## src/rtl/undervolt_consts.svh

```systemverilog
// Constants for the low-voltage detect and reset controller.
`ifndef UNDERVOLT_CONSTS_SVH
`define UNDERVOLT_CONSTS_SVH
`define UV_ADDR_CTRL 4'h0
`define UV_ADDR_MASK 4'h1
`define UV_ADDR_STAT 4'h2
`define UV_BIT_FLAG 6
`define UV_BIT_STATE 5
`define UV_BIT_IE 4
`define UV_BIT_WE 3
`define UV_BIT_EN 2
`define UV_CTRL_RESET 8'h20
`define UV_CTRL_WMASK 8'h1f
`define UV_DIP_LIMIT_US 80
`define UV_CLK_MHZ 125
`define UV_DIP_CYCLES (`UV_DIP_LIMIT_US * `UV_CLK_MHZ)
`define UV_EV_DETECT 0
`define UV_EV_DIP 1
`define UV_EV_RESET 2
`endif

```

## src/rtl/undervolt_pkg.sv

```systemverilog
// Types for the low-voltage detect and reset controller.
package undervolt_pkg;
    typedef enum logic [1:0] {
        RST_LVL_4V1 = 2'b00,
        RST_LVL_3V7 = 2'b01,
        RST_LVL_2V4 = 2'b10,
        RST_POR_ONLY = 2'b11
    } reset_level_t;
    typedef enum logic [1:0] {
        DET_LVL_4V5 = 2'b00,
        DET_LVL_4V0 = 2'b01,
        DET_LVL_3V3 = 2'b10,
        DET_LVL_2V3 = 2'b11
    } detect_level_t;
    typedef enum logic [2:0] {
        DIP_IDLE = 3'b001,
        DIP_HOLD = 3'b010,
        DIP_RESET = 3'b100
    } dip_state_t;
endpackage : undervolt_pkg

```

## src/rtl/sync_bits.sv

```systemverilog
// Two-flop synchroniser for a bundle of comparator levels.
`timescale 1ns/1ns
`default_nettype none
module sync_bits #(
    parameter int WIDTH = 4
) (
    input wire logic core_clk,
    input wire logic reset_n,
    input wire logic [WIDTH-1:0] async_in,
    output logic [WIDTH-1:0] sync_out
);
    logic [WIDTH-1:0] stage1_ff;
    logic [WIDTH-1:0] stage2_ff;
    logic [WIDTH-1:0] nxt_stage1;
    logic [WIDTH-1:0] nxt_stage2;

    // Next values: the first stage feeds only the second.
    always_comb
    begin
        nxt_stage1 = async_in;
        nxt_stage2 = stage1_ff;
    end

    // Registers of both stages; reset reads as no low voltage.
    always_ff @(posedge core_clk or negedge reset_n)
    begin
        if (!reset_n)
        begin
            stage1_ff <= '0;
            stage2_ff <= '0;
        end
        else
        begin
            stage1_ff <= nxt_stage1;
            stage2_ff <= nxt_stage2;
        end
    end

    assign sync_out = stage2_ff;
endmodule : sync_bits
`default_nettype wire

```

## src/rtl/low_voltage_detect_reset.sv

```systemverilog
// Low-voltage detector control register, wake and dip-length reset logic.
//
// Functional notes
// RULE_01 - Two-bit reset option: 11 power-on only, 10/01/00 raise reset level.
// RULE_02 - Control bit 6 is the interrupt flag, set on detect, cleared by sw/hw.
// RULE_03 - Bit 5 reads 0 at or below detect level, 1 otherwise or disabled.
// RULE_04 - Bits 1:0 pick detect level 2.3, 3.3, 4.0 or 4.5 volts.
// RULE_05 - Bit 4 enables the detector interrupt request.
// RULE_06 - Bit 3 lets a low-voltage event wake the device from sleep.
// RULE_07 - Bit 2 enables the detector; disabled means no detect, flag or wake.
// RULE_08 - Detector runs in sleep; a crossing sets the flag and wakes.
// RULE_09 - Any system reset clears the interrupt flag.
// RULE_10 - Flag rises when supply falls below level; interrupt then taken.
// RULE_11 - Dip below reset level under 80 us holds state and halts core.
// RULE_12 - Dip below reset level over 80 us forces a full system reset.
// RULE_13 - Software sets level, wake, interrupt, enable, then sleeps and clears flag.
// RULE_14 - Comparator outputs are synchronised; flag sticks until cleared.
// RULE_15 - Dip length is counted in clock cycles against the 80 us limit.
//
// Chosen here: the placing of the registers and the address-and-strobe port.
`include "undervolt_consts.svh"
`timescale 1ns/1ns
`default_nettype none
module low_voltage_detect_reset #(
    parameter int DIP_CYCLES = `UV_DIP_CYCLES
) (
    input wire logic core_clk,
    input wire logic reset_n,
    input wire undervolt_pkg::reset_level_t reset_level_opt,
    input wire logic [3:0] detect_below,
    input wire logic [2:0] reset_below,
    input wire logic sleeping,
    input wire logic [3:0] reg_addr,
    input wire logic [7:0] reg_wdata,
    input wire logic reg_wr,
    input wire logic reg_rd,
    output logic [7:0] reg_rdata,
    output logic undervolt_irq,
    output logic wake_req,
    output logic core_halt,
    output logic sys_reset_req,
    output logic irq
);
    import undervolt_pkg::*;

    localparam logic [7:0] CTRL_RESET = `UV_CTRL_RESET;
    localparam logic [7:0] CTRL_WMASK = `UV_CTRL_WMASK;
    localparam logic [15:0] DIP_LIMIT = 16'(DIP_CYCLES);

    logic [3:0] det_sync;
    logic [2:0] rst_sync;
    logic [7:0] ctrl_ff;
    logic [7:0] nxt_ctrl;
    logic [2:0] stat_ff;
    logic [2:0] nxt_stat;
    logic [2:0] mask_ff;
    logic [2:0] nxt_mask;
    logic [7:0] rdata_ff;
    logic [7:0] nxt_rdata;
    logic low_prev_ff;
    logic nxt_low_prev;
    dip_state_t dip_ff;
    dip_state_t nxt_dip;
    logic [15:0] dip_cnt_ff;
    logic [15:0] nxt_dip_cnt;
    logic wake_ff;
    logic nxt_wake;
    logic det_en;
    logic supply_low;
    logic low_rise;
    logic below_reset;
    logic [2:0] events;

    // Selects the comparator that matches the chosen detect level.
    function automatic logic pick_detect(input logic [3:0] cmp, input detect_level_t lvl);
        case (lvl)
            DET_LVL_2V3: pick_detect = cmp[0];
            DET_LVL_3V3: pick_detect = cmp[1];
            DET_LVL_4V0: pick_detect = cmp[2];
            DET_LVL_4V5: pick_detect = cmp[3];
            default: pick_detect = 1'b0;
        endcase
    endfunction : pick_detect

    // Selects the reset comparator; power-on-only never trips here.
    function automatic logic pick_reset(input logic [2:0] cmp, input reset_level_t lvl);
        case (lvl)
            RST_LVL_2V4: pick_reset = cmp[0];
            RST_LVL_3V7: pick_reset = cmp[1];
            RST_LVL_4V1: pick_reset = cmp[2];
            RST_POR_ONLY: pick_reset = 1'b0;
            default: pick_reset = 1'b0;
        endcase
    endfunction : pick_reset

    // Comparator levels are brought into the clock domain first.
    sync_bits #(
        .WIDTH(7)
    ) u_sync (
        .core_clk(core_clk),
        .reset_n(reset_n),
        .async_in({reset_below, detect_below}),
        .sync_out({rst_sync, det_sync})
    ); // RULE_14

    // Detection terms derived from the control bits and comparators.
    always_comb
    begin
        det_en = ctrl_ff[`UV_BIT_EN]; // RULE_07
        supply_low = det_en && pick_detect(det_sync, detect_level_t'(ctrl_ff[1:0])); // RULE_04
        low_rise = supply_low && !low_prev_ff; // RULE_10
        below_reset = pick_reset(rst_sync, reset_level_opt); // RULE_01
        nxt_low_prev = supply_low;
    end

    // Control register: writable bits, state bit, sticky flag.
    always_comb
    begin
        nxt_ctrl = ctrl_ff;
        if (reg_wr && reg_addr == `UV_ADDR_CTRL)
        begin
            nxt_ctrl = (ctrl_ff & ~CTRL_WMASK) | (reg_wdata & CTRL_WMASK);
            if (!reg_wdata[`UV_BIT_FLAG])
            begin
                nxt_ctrl[`UV_BIT_FLAG] = 1'b0; // RULE_02
            end
        end
        nxt_ctrl[7] = 1'b0;
        nxt_ctrl[`UV_BIT_STATE] = !supply_low; // RULE_03
        if (low_rise)
        begin
            nxt_ctrl[`UV_BIT_FLAG] = 1'b1; // RULE_14
        end
    end

    // Interrupt status (write one to clear) and mask registers.
    always_comb
    begin
        events = 3'h0;
        events[`UV_EV_DETECT] = low_rise;
        events[`UV_EV_DIP] = (dip_ff == DIP_IDLE) && below_reset;
        events[`UV_EV_RESET] = (nxt_dip == DIP_RESET) && (dip_ff != DIP_RESET);
        nxt_stat = stat_ff;
        nxt_mask = mask_ff;
        if (reg_wr && reg_addr == `UV_ADDR_STAT)
        begin
            nxt_stat = stat_ff & ~reg_wdata[2:0];
        end
        if (reg_wr && reg_addr == `UV_ADDR_MASK)
        begin
            nxt_mask = reg_wdata[2:0];
        end
        nxt_stat = nxt_stat | events;
    end

    // Dip timer: short dips halt with state kept, long ones reset.
    always_comb
    begin
        nxt_dip = dip_ff;
        nxt_dip_cnt = dip_cnt_ff;
        case (dip_ff)
            DIP_IDLE:
            begin
                nxt_dip_cnt = 16'h0000;
                if (below_reset)
                begin
                    nxt_dip = DIP_HOLD; // RULE_11
                    nxt_dip_cnt = 16'h0001;
                end
            end
            DIP_HOLD:
            begin
                if (!below_reset)
                begin
                    nxt_dip = DIP_IDLE;
                end
                else if (dip_cnt_ff >= DIP_LIMIT)
                begin
                    nxt_dip = DIP_RESET; // RULE_12
                end
                else
                begin
                    nxt_dip_cnt = dip_cnt_ff + 16'h0001; // RULE_15
                end
            end
            DIP_RESET:
            begin
                if (!below_reset)
                begin
                    nxt_dip = DIP_IDLE;
                end
            end
            default:
            begin
                nxt_dip = DIP_IDLE;
            end
        endcase
    end

    // Wake request and read data.
    always_comb
    begin
        nxt_wake = sleeping && low_rise && ctrl_ff[`UV_BIT_WE]; // RULE_06
        nxt_rdata = 8'h00;
        if (reg_rd)
        begin
            case (reg_addr)
                `UV_ADDR_CTRL: nxt_rdata = ctrl_ff;
                `UV_ADDR_MASK: nxt_rdata = {5'h00, mask_ff};
                `UV_ADDR_STAT: nxt_rdata = {5'h00, stat_ff};
                default: nxt_rdata = 8'h00;
            endcase
        end
    end

    // All state registers; reset clears the flag.
    always_ff @(posedge core_clk or negedge reset_n)
    begin
        if (!reset_n)
        begin
            ctrl_ff <= CTRL_RESET; // RULE_09
            stat_ff <= 3'h0;
            mask_ff <= 3'h0;
            rdata_ff <= 8'h00;
            low_prev_ff <= 1'b0;
            dip_ff <= DIP_IDLE;
            dip_cnt_ff <= 16'h0000;
            wake_ff <= 1'b0;
        end
        else
        begin
            ctrl_ff <= nxt_ctrl;
            stat_ff <= nxt_stat;
            mask_ff <= nxt_mask;
            rdata_ff <= nxt_rdata;
            low_prev_ff <= nxt_low_prev;
            dip_ff <= nxt_dip;
            dip_cnt_ff <= nxt_dip_cnt;
            wake_ff <= nxt_wake;
        end
    end

    // Outputs; the core request needs the interrupt enable.
    assign reg_rdata = rdata_ff;
    assign undervolt_irq = ctrl_ff[`UV_BIT_FLAG] && ctrl_ff[`UV_BIT_IE]; // RULE_05
    assign wake_req = wake_ff; // RULE_08
    assign core_halt = (dip_ff == DIP_HOLD);
    assign sys_reset_req = (dip_ff == DIP_RESET);
    assign irq = |(stat_ff & mask_ff);
endmodule : low_voltage_detect_reset
`default_nettype wire

```

## config.mk

```make
export PLATFORM = sky130hd
export DESIGN_NAME = low_voltage_detect_reset
export DESIGN_NICKNAME = d
export VERILOG_FILES = /design/src/rtl/undervolt_pkg.sv /design/src/rtl/sync_bits.sv /design/src/rtl/low_voltage_detect_reset.sv
export VERILOG_INCLUDE_DIRS = /design/src /design/src/rtl
export SDC_FILE = /design/constraint.sdc
export NUM_CORES = 1
export LEC_CHECK = 0
export BUFFER_PORTS_ARGS = -buffer_cell sky130_fd_sc_hd__buf_2
export CORE_ASPECT_RATIO = 1.4
export CORE_UTILIZATION = 35
export DETAILED_ROUTE_END_ITERATION = 8
export SKIP_LAST_GASP = 1
export SLEW_MARGIN = 20
export SYNTH_ARGS = -nofsm -noshare
export SYNTH_HDL_FRONTEND = slang
export SYNTH_HIERARCHICAL = 1
export SYNTH_SLANG_ARGS = --single-unit
```

## constraint.sdc

```tcl
create_clock -name core_clk -period 1.6 [get_ports core_clk]
set_input_delay 0.24 -clock core_clk [delete_from_list [all_inputs] [get_ports core_clk]]
set_output_delay 0.24 -clock core_clk [all_outputs]
set_load 0.03 [all_outputs]
```

==> results of run 1 <==
==> Yosys cell counts, types with 2 or more instances <==
library cell | instances | area (sq um)
dfstp_2 | 2 | 52.6
mux2i_1 | 4 | 40.0
or3_1 | 3 | 18.8
nand2_1 | 17 | 63.8
nor2_1 | 20 | 75.1
nand3_1 | 4 | 20.0
xnor2_1 | 6 | 52.6
a21o_1 | 2 | 15.0
nor3b_1 | 3 | 22.5
o211ai_1 | 3 | 22.5
clkbuf_1 | 2 | 7.51
o31ai_1 | 2 | 15.0
and4_1 | 2 | 17.5
a21oi_1 | 8 | 40.0
ha_1 | 2 | 25.0
dfrtp_1 | 53 | 1330
and2_1 | 9 | 56.3
inv_1 | 6 | 22.5
nor4_1 | 5 | 31.3
mux2_2 | 8 | 90.1
o21ai_0 | 10 | 50.1
nand4_1 | 4 | 25.0
and3_1 | 3 | 18.8
==> kinds of logic after synthesis <==
kind of cell / Yosys count / synth area share, %
xor gates and xnor gates: 7 / 2.61
muxes: 13 / 6.49
adders and majority gates: 2 / 1.06
other: 1 / 0.160
AOI/OAI and AO/OA: 30 / 8.73
buffers and inverters: 12 / 2.98
and+or+nand+nor: 80 / 19.3
DFF: 55 / 58.6
==> power groups by stage <==
stage,registers (mW),logic [mW],clock network (mW)
CTS,1.57,0.446,0.853
global placement,1.59,0.420,0
floorplan,1.59,0.251,0
detailed placement,1.59,0.425,0
global route,1.58,0.510,0.906
finish,1.56,0.461,0.826
==> layer usage <==
layer / share of wire (%) / track usage (%) / routed length [um]
met5: 0 / 0 / 0
met4: 3.3 / 7.54 / 157
met3: 3.5 / 2.86 / 163
met2: 53 / 27.1 / 2510
met1: 40 / 15.7 / 1870
==> path summary, 6_finish.rpt <==
path	start	cells after the start	end
worst max register to register	dip_cnt_ff[4]$_DFFE_PN0P_	5	dip_cnt_ff[8]$_DFFE_PN0P_
max in group asynchronous	reset_n	3	dip_ff[0]$_DFF_PN1_
worst min register to register	u_sync/nxt_stage2[3]$_DFF_PN0_	0	u_sync/sync_out[3]$_DFF_PN0_
worst max-delay path	dip_cnt_ff[4]$_DFFE_PN0P_	5	dip_cnt_ff[8]$_DFFE_PN0P_
min in group asynchronous	reset_n	2	ctrl_ff[6]$_DFFE_PN0P_
worst min-delay path	detect_below[2]	1	u_sync/nxt_stage2[2]$_DFF_PN0_
==> stage by stage <==
step	hold WS, ns	cell area (sq um)
6_report	0.0254	3070
3_3_place_gp	0.187	2820
5_1_grt	0.00546	3070
2_1_floorplan	-0.0556	2360
4_1_cts	0.0181	3000
3_5_place_dp	0.196	2820
==> sequential cells by signal, indices dropped and copies added (netlist names) <==
| name | flops |
|---|---|
| u_sync/sync_out | 7 |
| mask_ff | 3 |
| dip_cnt_ff | 16 |
| dip_ff | 3 |
| reg_rdata | 7 |
| stat_ff | 3 |
| ctrl_ff | 7 |
| wake_req | 1 |
| u_sync/nxt_stage2 | 7 |
| low_prev_ff | 1 |
==> worst max-delay path, cell delays in order (launching register included) <==
cell and delay [ns]:
dfrtp_1 0.42, nor4_4 0.38, o311a_4 0.23, nand4_4 0.12
or3_1 0.33, a21oi_1 0.13
==> timing repair <==
| action | in CTS | in global routing |
|---|---|---|
| hold endpoints to repair | 15 | 0 |
| hold buffers | 1 | 0 |
| buffers inserted | 2 | 5 |
| endpoints found under the setup margin | 14 | 20 |
| resized for setup | 15 | 15 |
| pin swaps | 14 | 17 |
==> final cells by class <==
type	instances	area, sq um	share of cell area, %
Timing Repair Buffer	69	479	15.6
Clock buffer	5	68.8	2.24
Multi-Input combinational cell	133	987	32.2
Clock inverter	3	27.5	0.897
Tap cell	74	92.6	3.02
Sequential cell	55	1380	44.9
Inverter	7	33.8	1.10
==> flow_summary.ini, run 1 <==
[pwr]
combPwrFrac_pct = 16.2
swShare_pct = 28.7
seqPwrFrac_pct = 54.9
ir_drop_v = 0.000416
p_leak_nw = 1.45
p_int_mw = 2.03
netSwitchingPower_uw = 819
finalPower_mw = 2.85
power_frac_clock_pct = 29.0
powerDensity_mw_per_mm2 = 930

[timing]
fin_ws_ns = -0.0883
period_minus_slack_ns = 1.69
slew_violations = 0
tightest_slew_ns = 0.673
setup_viol = 13
rsz0062_at_grt = true
final.setup_skew_ns = 0.0120
fmaxAchievable_mhz = 592
fin_tns_setup_ns = -0.725
finalCritPeriodShare_pct = 106
hold_viol_final = 0
slew-limit-headroom_pct = 55.0

[placed_design]
io_buffers = 35
gp_congestion = 0.803
dp.cells = 332
hpwl_um = 3340
pre_cts_ws_ns = -0.0928

[layout]
final_cell_mix = dfrtp_1 (53), buf_2 (32), buf_4 (28)
fin_cells = 346
nets = 299
area_growth_pct = 30.5
drive_above_1_share_pct = 39.3
final_common_cell = dfrtp_1
fin_util_pct = 47.0
fillers = 585
num_antenna_cells = 0

[status]
status = complete, but fails checks
violations = DRC, setup timing

[die]
chipWidth_um = 71.3
fp.dieH_um = 99.0
die_area_sq_mm = 0.00705
core_sq_mm = 0.00653
pin_count = 39
rows = 35
start_util_pct = 36.0

[yosys]
syn_area_sq_mm = 0.00235
synthFlopType = dfrtp_1
synth_seq_area_share_pct = 58.6
synth_nets = 228
synthArstFlopShare_pct = 100
yosys_warnings = 6
ys_ff_latch = 55
synth_edf_count = 0
syn_avg_cell_area_sq_um = 11.8
synthesis.instances = 200
post_synth_num_cell_types = 45

[worst_hold_path]
hp-class = in -> reg

[drt]
viasPerCell = 5.01
drt-initial-drc-count = 95
vias = 1734
drt-wirelength-per-cell_um = 13.6
dr.pass1.iters = 6
wl_um = 4710
drc = 6
postRouteAntennaNets = 0

[clock_tree]
ctsHtreeMaxLevel = 2
cts_tree = built
root_buffer = clkbuf_8
clk_path_buf_depth = 2
insertion_delay_ns = 0.32
path_clk_slew_ns = 0.10
cts_sinks = 55
cts_buffers = 5

[flow_run]
drv_cap = 0

[grt]
antenna_found_initial = 0
grt_usage_pct = 14.7
grt_max_degree = 37
grt_pass1_vias = 1813
grt.overflow.total = 0
grt_pass1_wl_um = 8030

[worst_setup_path]
worstPathMaxFanout = 7
reg2reg_slack_ns = -0.09
end_kind = register
start_kind = register
crit_required_ns = 1.84
setup.worst_path.class = reg -> reg
critical_path_arrival_ns = 1.93
No activity file was read; power rests on OpenSTA's default activity.
==> inputs of run 2 (changes only) <==
--- a/config.mk
+++ b/config.mk
@@ -10,6 +10,7 @@
 export CORE_ASPECT_RATIO = 1.4
 export CORE_UTILIZATION = 35
 export DETAILED_ROUTE_END_ITERATION = 8
+export SKIP_CTS_REPAIR_TIMING = 1
 export SKIP_LAST_GASP = 1
 export SLEW_MARGIN = 20
 export SYNTH_ARGS = -nofsm -noshare
==> run 2 against run 1 <==
- flip-flop and latch count unchanged
- via count up 0.92%
- clock skew about the same
- power is 0.20% higher
- final area is 0.53% higher
- clock-buffer cell count unchanged
- core utilization up 0.25 points
- sequential share of layout area shrank 0.24 points
- largest power group unchanged
- maximum frequency fell by 5.1%
- hold slack worse by 0.0029 ns
- die area unchanged
- the flow still finishes with violations (DRC, setup timing)
==> flow_summary.ini, run 2 (same netlist as run 1, synthesis figures left out) <==
[drt]
m1WireLength_um = 1910
wl_um = 4800
top_layer = met4
viasPerCell = 5.03
route.met3.wl_um = 161
drt-initial-drc-count = 97
wl_met2_um = 2590
postRouteAntennaNets = 0
dr.pass1.iters = 6
drc = 6
vias = 1750
drt-wirelength-per-cell_um = 13.8

[timing]
rsz0062_at_grt = true
slew-limit-headroom_pct = 55.2
final.setup_skew_ns = 0.0117
tightest_slew_ns = 0.671
fin_tns_setup_ns = -1.34
fin_ws_ns = -0.179
slew_violations = 0
whs_ns = 0.0224
setup_viol = 16
period_minus_slack_ns = 1.78
hold_viol_final = 0
fmaxAchievable_mhz = 562
finalCritPeriodShare_pct = 111

[pwr]
powerDensity_mw_per_mm2 = 926
ir_drop_v = 0.000421
p_leak_nw = 1.46

[status]
violations = DRC, setup timing
status = complete, but fails checks

[worst_setup_path]
r2r_cells = 5
end_kind = output pin
crit_required_ns = 1.36
worstPathMaxFanout = 5
reg2reg_slack_ns = -0.14
start_kind = register
crit_start = dip_ff[0]$_DFF_PN1_
setup.worst_path.class = reg -> out
critical_path_arrival_ns = 1.54
r2r_start = dip_cnt_ff[7]$_DFFE_PN0P_

[worst_hold_path]
hold-path-cell-count = 1
hp-class = in -> reg
worstHoldStart = detect_below[2]

[clock_tree]
root_buffer = clkbuf_8
cts_buffers = 5
insertion_delay_ns = 0.32
path_clk_slew_ns = 0.10
cts_sinks = 55
ctsHtreeMaxLevel = 2
cts_tree = built
clk_path_buf_depth = 2

[layout]
final_common_cell = dfrtp_1
area_growth_pct = 31.2
regMostFlops = dip_cnt_ff
largest_reg_flops = 16
drive_above_1_share_pct = 39.8
final_cell_mix = dfrtp_1 (53), buf_2 (32), buf_4 (30)
nets = 301
num_antenna_cells = 0

[placed_design]
gp_congestion = 0.803
io_buffers = 35
hpwl_um = 3340

[die]
chipWidth_um = 71.3
rows = 35
pin_count = 39
start_util_pct = 36.0
core_sq_mm = 0.00653
fp.dieH_um = 99.0
die_area_sq_mm = 0.00705

[grt]
grt_pass1_wl_um = 7780
grt.overflow.total = 0
grt_usage_pct = 14.2
grt_max_degree = 37
grt_pass1_vias = 1790
antenna_found_initial = 0

[flow_run]
drv_cap = 0
==> run 2: power breakdown <==
group / internal, mW / leakage, nW / total [mW] / switching (mW)
clock: 0.325 / 0.0467 / 0.826 / 0.500
sequential: 1.50 / 0.697 / 1.57 / 0.0651
combinational: 0.211 / 0.718 / 0.466 / 0.256
total: 2.04 / 1.46 / 2.86 / 0.821
==> run 2: path summary, 6_finish.rpt <==
path,endpoint
worst max register to register,dip_cnt_ff[10]$_DFFE_PN0P_
worst min register to register,u_sync/sync_out[3]$_DFF_PN0_
worst min-delay path,u_sync/nxt_stage2[2]$_DFF_PN0_
worst max-delay path,core_halt
min in group asynchronous,reg_rdata[4]$_DFF_PN0_
max in group asynchronous,dip_ff[0]$_DFF_PN1_
==> run 2: area by class of cell <==
cell class	instances	area (sq um)
Multi-Input combinational cell	133	980
Tap cell	74	92.6
Timing Repair Buffer	71	503
Fill cell	581	3440
Inverter	7	33.8
Clock buffer	5	68.8
Clock inverter	3	27.5
Sequential cell	55	1380
==> run 2: through the flow <==
| stage | cells | setup slack (ns) | cell area (sq um) | utilization [%] | power, mW |
|---|---|---|---|---|---|
| after floorplan | 200 | -0.0378 | 2360 | - | 1.84 |
| after global placement | 332 | -0.0844 | 2820 | 43.1 | 2.01 |
| after detailed placement | 332 | -0.0928 | 2820 | 43.1 | 2.02 |
| after CTS | 340 | -0.289 | 2910 | 44.6 | 2.84 |
| after global routing | 348 | -0.247 | 3080 | 47.3 | 3.00 |
| final | 348 | -0.179 | 3080 | 47.3 | 2.86 |
==> run 2: layer usage <==
metal  up-vias  global-route usage [%]
met5         -                       0
met4         0                    7.54
met3         8                    2.86
met2        43                    26.4
met1       848                    14.6
li1        851                       -
==> run 2: critical path: stages, from the launching register on <==
cell and delay (ns):
dfstp_2 0.38, or3b_1 0.38, buf_6 0.16, inv_8 0.05
buf_4 0.13, buf_6 0.13
==> inputs of run 3 (changes only) <==
--- a/config.mk
+++ b/config.mk
@@ -15,5 +15,4 @@
 export SLEW_MARGIN = 20
 export SYNTH_ARGS = -nofsm -noshare
 export SYNTH_HDL_FRONTEND = slang
-export SYNTH_HIERARCHICAL = 1
 export SYNTH_SLANG_ARGS = --single-unit
==> constraint.sdc (replaced) <==
create_clock -name core_clk -period 1.53 [get_ports core_clk]
set_input_delay 0.2295 -clock core_clk [delete_from_list [all_inputs] [get_ports core_clk]]
set_output_delay 0.2295 -clock core_clk [all_outputs]
set_load 0.03 [all_outputs]
==> run 3 against run 2 <==
- the run ends with setup timing left
- cell count up 0.86%
- sequential share of layout area decreased by 1.4 points
- via count is 2.3% higher
- core utilization rose by 1.2 points
- critical path depth stayed put
- critical path type is now reg -> reg
- register-to-register slack got worse by 0.13 ns
==> flow_summary.ini, run 3 <==
[yosys]
ys_ff_latch = 55
synthesis.instances = 204
synthTopCellsByCount = dfrtp_1 (53), nand2_1 (16), nor2_1 (13)
post_synth_num_cell_types = 44
yosys_warnings = 0
synth_nets = 232
yosys.area.top_type = dfrtp_1
syn_area_sq_mm = 0.00237
synthArstFlopShare_pct = 100
syn_avg_cell_area_sq_um = 11.6
synthFlopType = dfrtp_1
synthTopCellsByArea = dfrtp_1 (56%), mux2_2 (4.8%), mux2i_1 (3.4%)
synth_edf_count = 0
post-synth-top-count-cell = dfrtp_1
synth_seq_area_share_pct = 58.2
synth_top_area_share_pct = 56.0

[worst_setup_path]
cpMaxStageDelayCell = or4_4
worstPathMaxFanout = 7
setup.worst_path.class = reg -> reg
critical-path-top-delay-family = simple AND/OR/NAND/NOR gates
critical_path_arrival_ns = 2.04
crit_required_ns = 1.77
crit_chain = nor4b_4, a22oi_2, buf_12, or4_4, a21oi_2
end_kind = register
reg2reg_slack_ns = -0.27
critPathMaxStageDelay_ns = 0.48
start_kind = register
critPathBufInv = 1

[clock_tree]
clk_path_buf_depth = 2
path_clk_slew_ns = 0.10
root_buffer = clkbuf_8
cts_tree = built
ctsHtreeMaxLevel = 2
cts_sinks = 55
insertion_delay_ns = 0.31
cts_buffers = 5

[layout]
fillers = 609
final_area_sq_mm = 0.00319
area_growth_pct = 34.4
nets = 304
regMostFlops = dip_cnt_ff
num_antenna_cells = 0
seqCellArea_sq_mm = 0.00138
drive_above_1_share_pct = 41.2
largest_reg_flops = 16
multi_input_area_sq_mm = 0.00103
final_common_cell = dfrtp_1
final_cell_mix = dfrtp_1 (53), buf_2 (32), buf_4 (31)

[drt]
vias = 1790
wl_um = 4990
drt-wirelength-per-cell_um = 14.2
drc = 0
dr.pass1.iters = 4
postRouteAntennaNets = 0
drt-initial-drc-count = 76
viasPerCell = 5.10

[status]
violations = setup timing
status = complete, but fails checks

[pwr]
seqPwrFrac_pct = 51.4
finalPower_mw = 3.20
powerDensity_mw_per_mm2 = 1010
power_frac_clock_pct = 31.6
swShare_pct = 25.7
netSwitchingPower_uw = 824
ir_drop_v = 0.000765
combPwrFrac_pct = 17.0
p_leak_nw = 1.47
p_int_mw = 2.38

[die]
core_sq_mm = 0.00657
fp.dieH_um = 99.4
chipWidth_um = 71.5
die_area_sq_mm = 0.00711
start_util_pct = 36.1
rows = 35
pin_count = 39

[flow_run]
drv_cap = 0

[timing]
hold_viol_final = 0
fin_tns_setup_ns = -2.80
finalCritPeriodShare_pct = 117
slew_violations = 0
fmaxAchievable_mhz = 557
final.setup_skew_ns = 0.00818
setup_viol = 17
rsz0062_at_grt = true
fin_ws_ns = -0.266
period_minus_slack_ns = 1.80

[grt]
grtUsageMet2_pct = 27.7
antenna_found_initial = 0
grt_pass1_wl_um = 8270
grt_pass1_vias = 1776
grt_usage_pct = 15.0
gr-usage-met1_pct = 17.7
busiest_layer = met2
use_met3_pct = 2.43
grt_max_degree = 56
grt.overflow.total = 0

[placed_design]
hpwl_um = 3660
io_buffers = 35
pre_cts_ws_ns = -0.304
gp_congestion = 0.803
place_area_sq_mm = 0.00290

[worst_hold_path]
hp-class = in -> reg
==> run 3: worst paths after layout <==
path,from,depth (start not counted),endpoint
min,reset_below[1],1,u_sync.nxt_stage2[5]$_DFF_PN0_
min in group asynchronous,reset_n,3,dip_cnt_ff[7]$_DFFE_PN0P_
max in group asynchronous,reset_n,3,ctrl_ff[5]$_DFF_PN1_
min reg2reg,u_sync.nxt_stage2[0]$_DFF_PN0_,0,u_sync.sync_out[0]$_DFF_PN0_
max,dip_ff[2]$_DFF_PN0_,5,dip_cnt_ff[6]$_DFFE_PN0P_
max reg2reg,dip_ff[2]$_DFF_PN0_,5,dip_cnt_ff[6]$_DFFE_PN0P_
==> run 3: cell type report <==
cell class              count  area share (%)
repair buffers             73            16.7
clock inverters             2            1.22
inverters                   8           0.943
clock buffers               6            2.59
multi-input cells         133            32.4
well taps                  74            2.91
flip-flops and latches     55            43.3
==> run 3: stage by stage <==
| step | instances | hold slack (ns) | utilization (%) |
|---|---|---|---|
| 6_report | 351 | 0.0243 | 48.5 |
| 5_1_grt | 351 | 0.00377 | 48.5 |
| 3_5_place_dp | 336 | 0.254 | 44.1 |
| 4_1_cts | 344 | -0.0861 | 45.9 |
| 3_3_place_gp | 336 | 0.258 | 44.1 |
| 2_1_floorplan | 204 | -0.0661 | - |
==> run 3: logic make-up (layout without fill, tap and decap cells) <==
kind of cell | after synthesis | after routing | synth area share, %
flip-flops | 55 | 55 | 58.2
other | 1 | 1 | 0.158
buffers and inverters | 16 | 89 | 3.12
multiplexers | 19 | 19 | 9.08
adder cells (fa/ha/maj) | 2 | 2 | 1.06
AO/OA/AOI/OAI | 33 | 33 | 9.66
AND/OR/NAND/NOR | 78 | 78 | 18.7
==> run 3: per-layer routing <==
| metal | part of all wire [%] | vias up | wire length, um |
|---|---|---|---|
| met1 | 41 | 886 | 2060 |
| met3 | 2.2 | 6 | 111 |
| met5 | 0 | - | 0 |
| li1 | - | 873 | - |
| met2 | 55 | 25 | 2740 |
| met4 | 1.4 | 0 | 70 |
==> run 3: power by group through the flow <==
| stage | Sequential (mW) | Clock (mW) | Combinational (mW) |
|---|---|---|---|
| after floorplan | 1.67 | 0 | 0.278 |
| after global placement | 1.67 | 0 | 0.500 |
| after detailed placement | 1.68 | 0 | 0.507 |
| after CTS | 1.65 | 1.06 | 0.509 |
| after global routing | 1.67 | 1.11 | 0.595 |
| final | 1.65 | 1.01 | 0.544 |
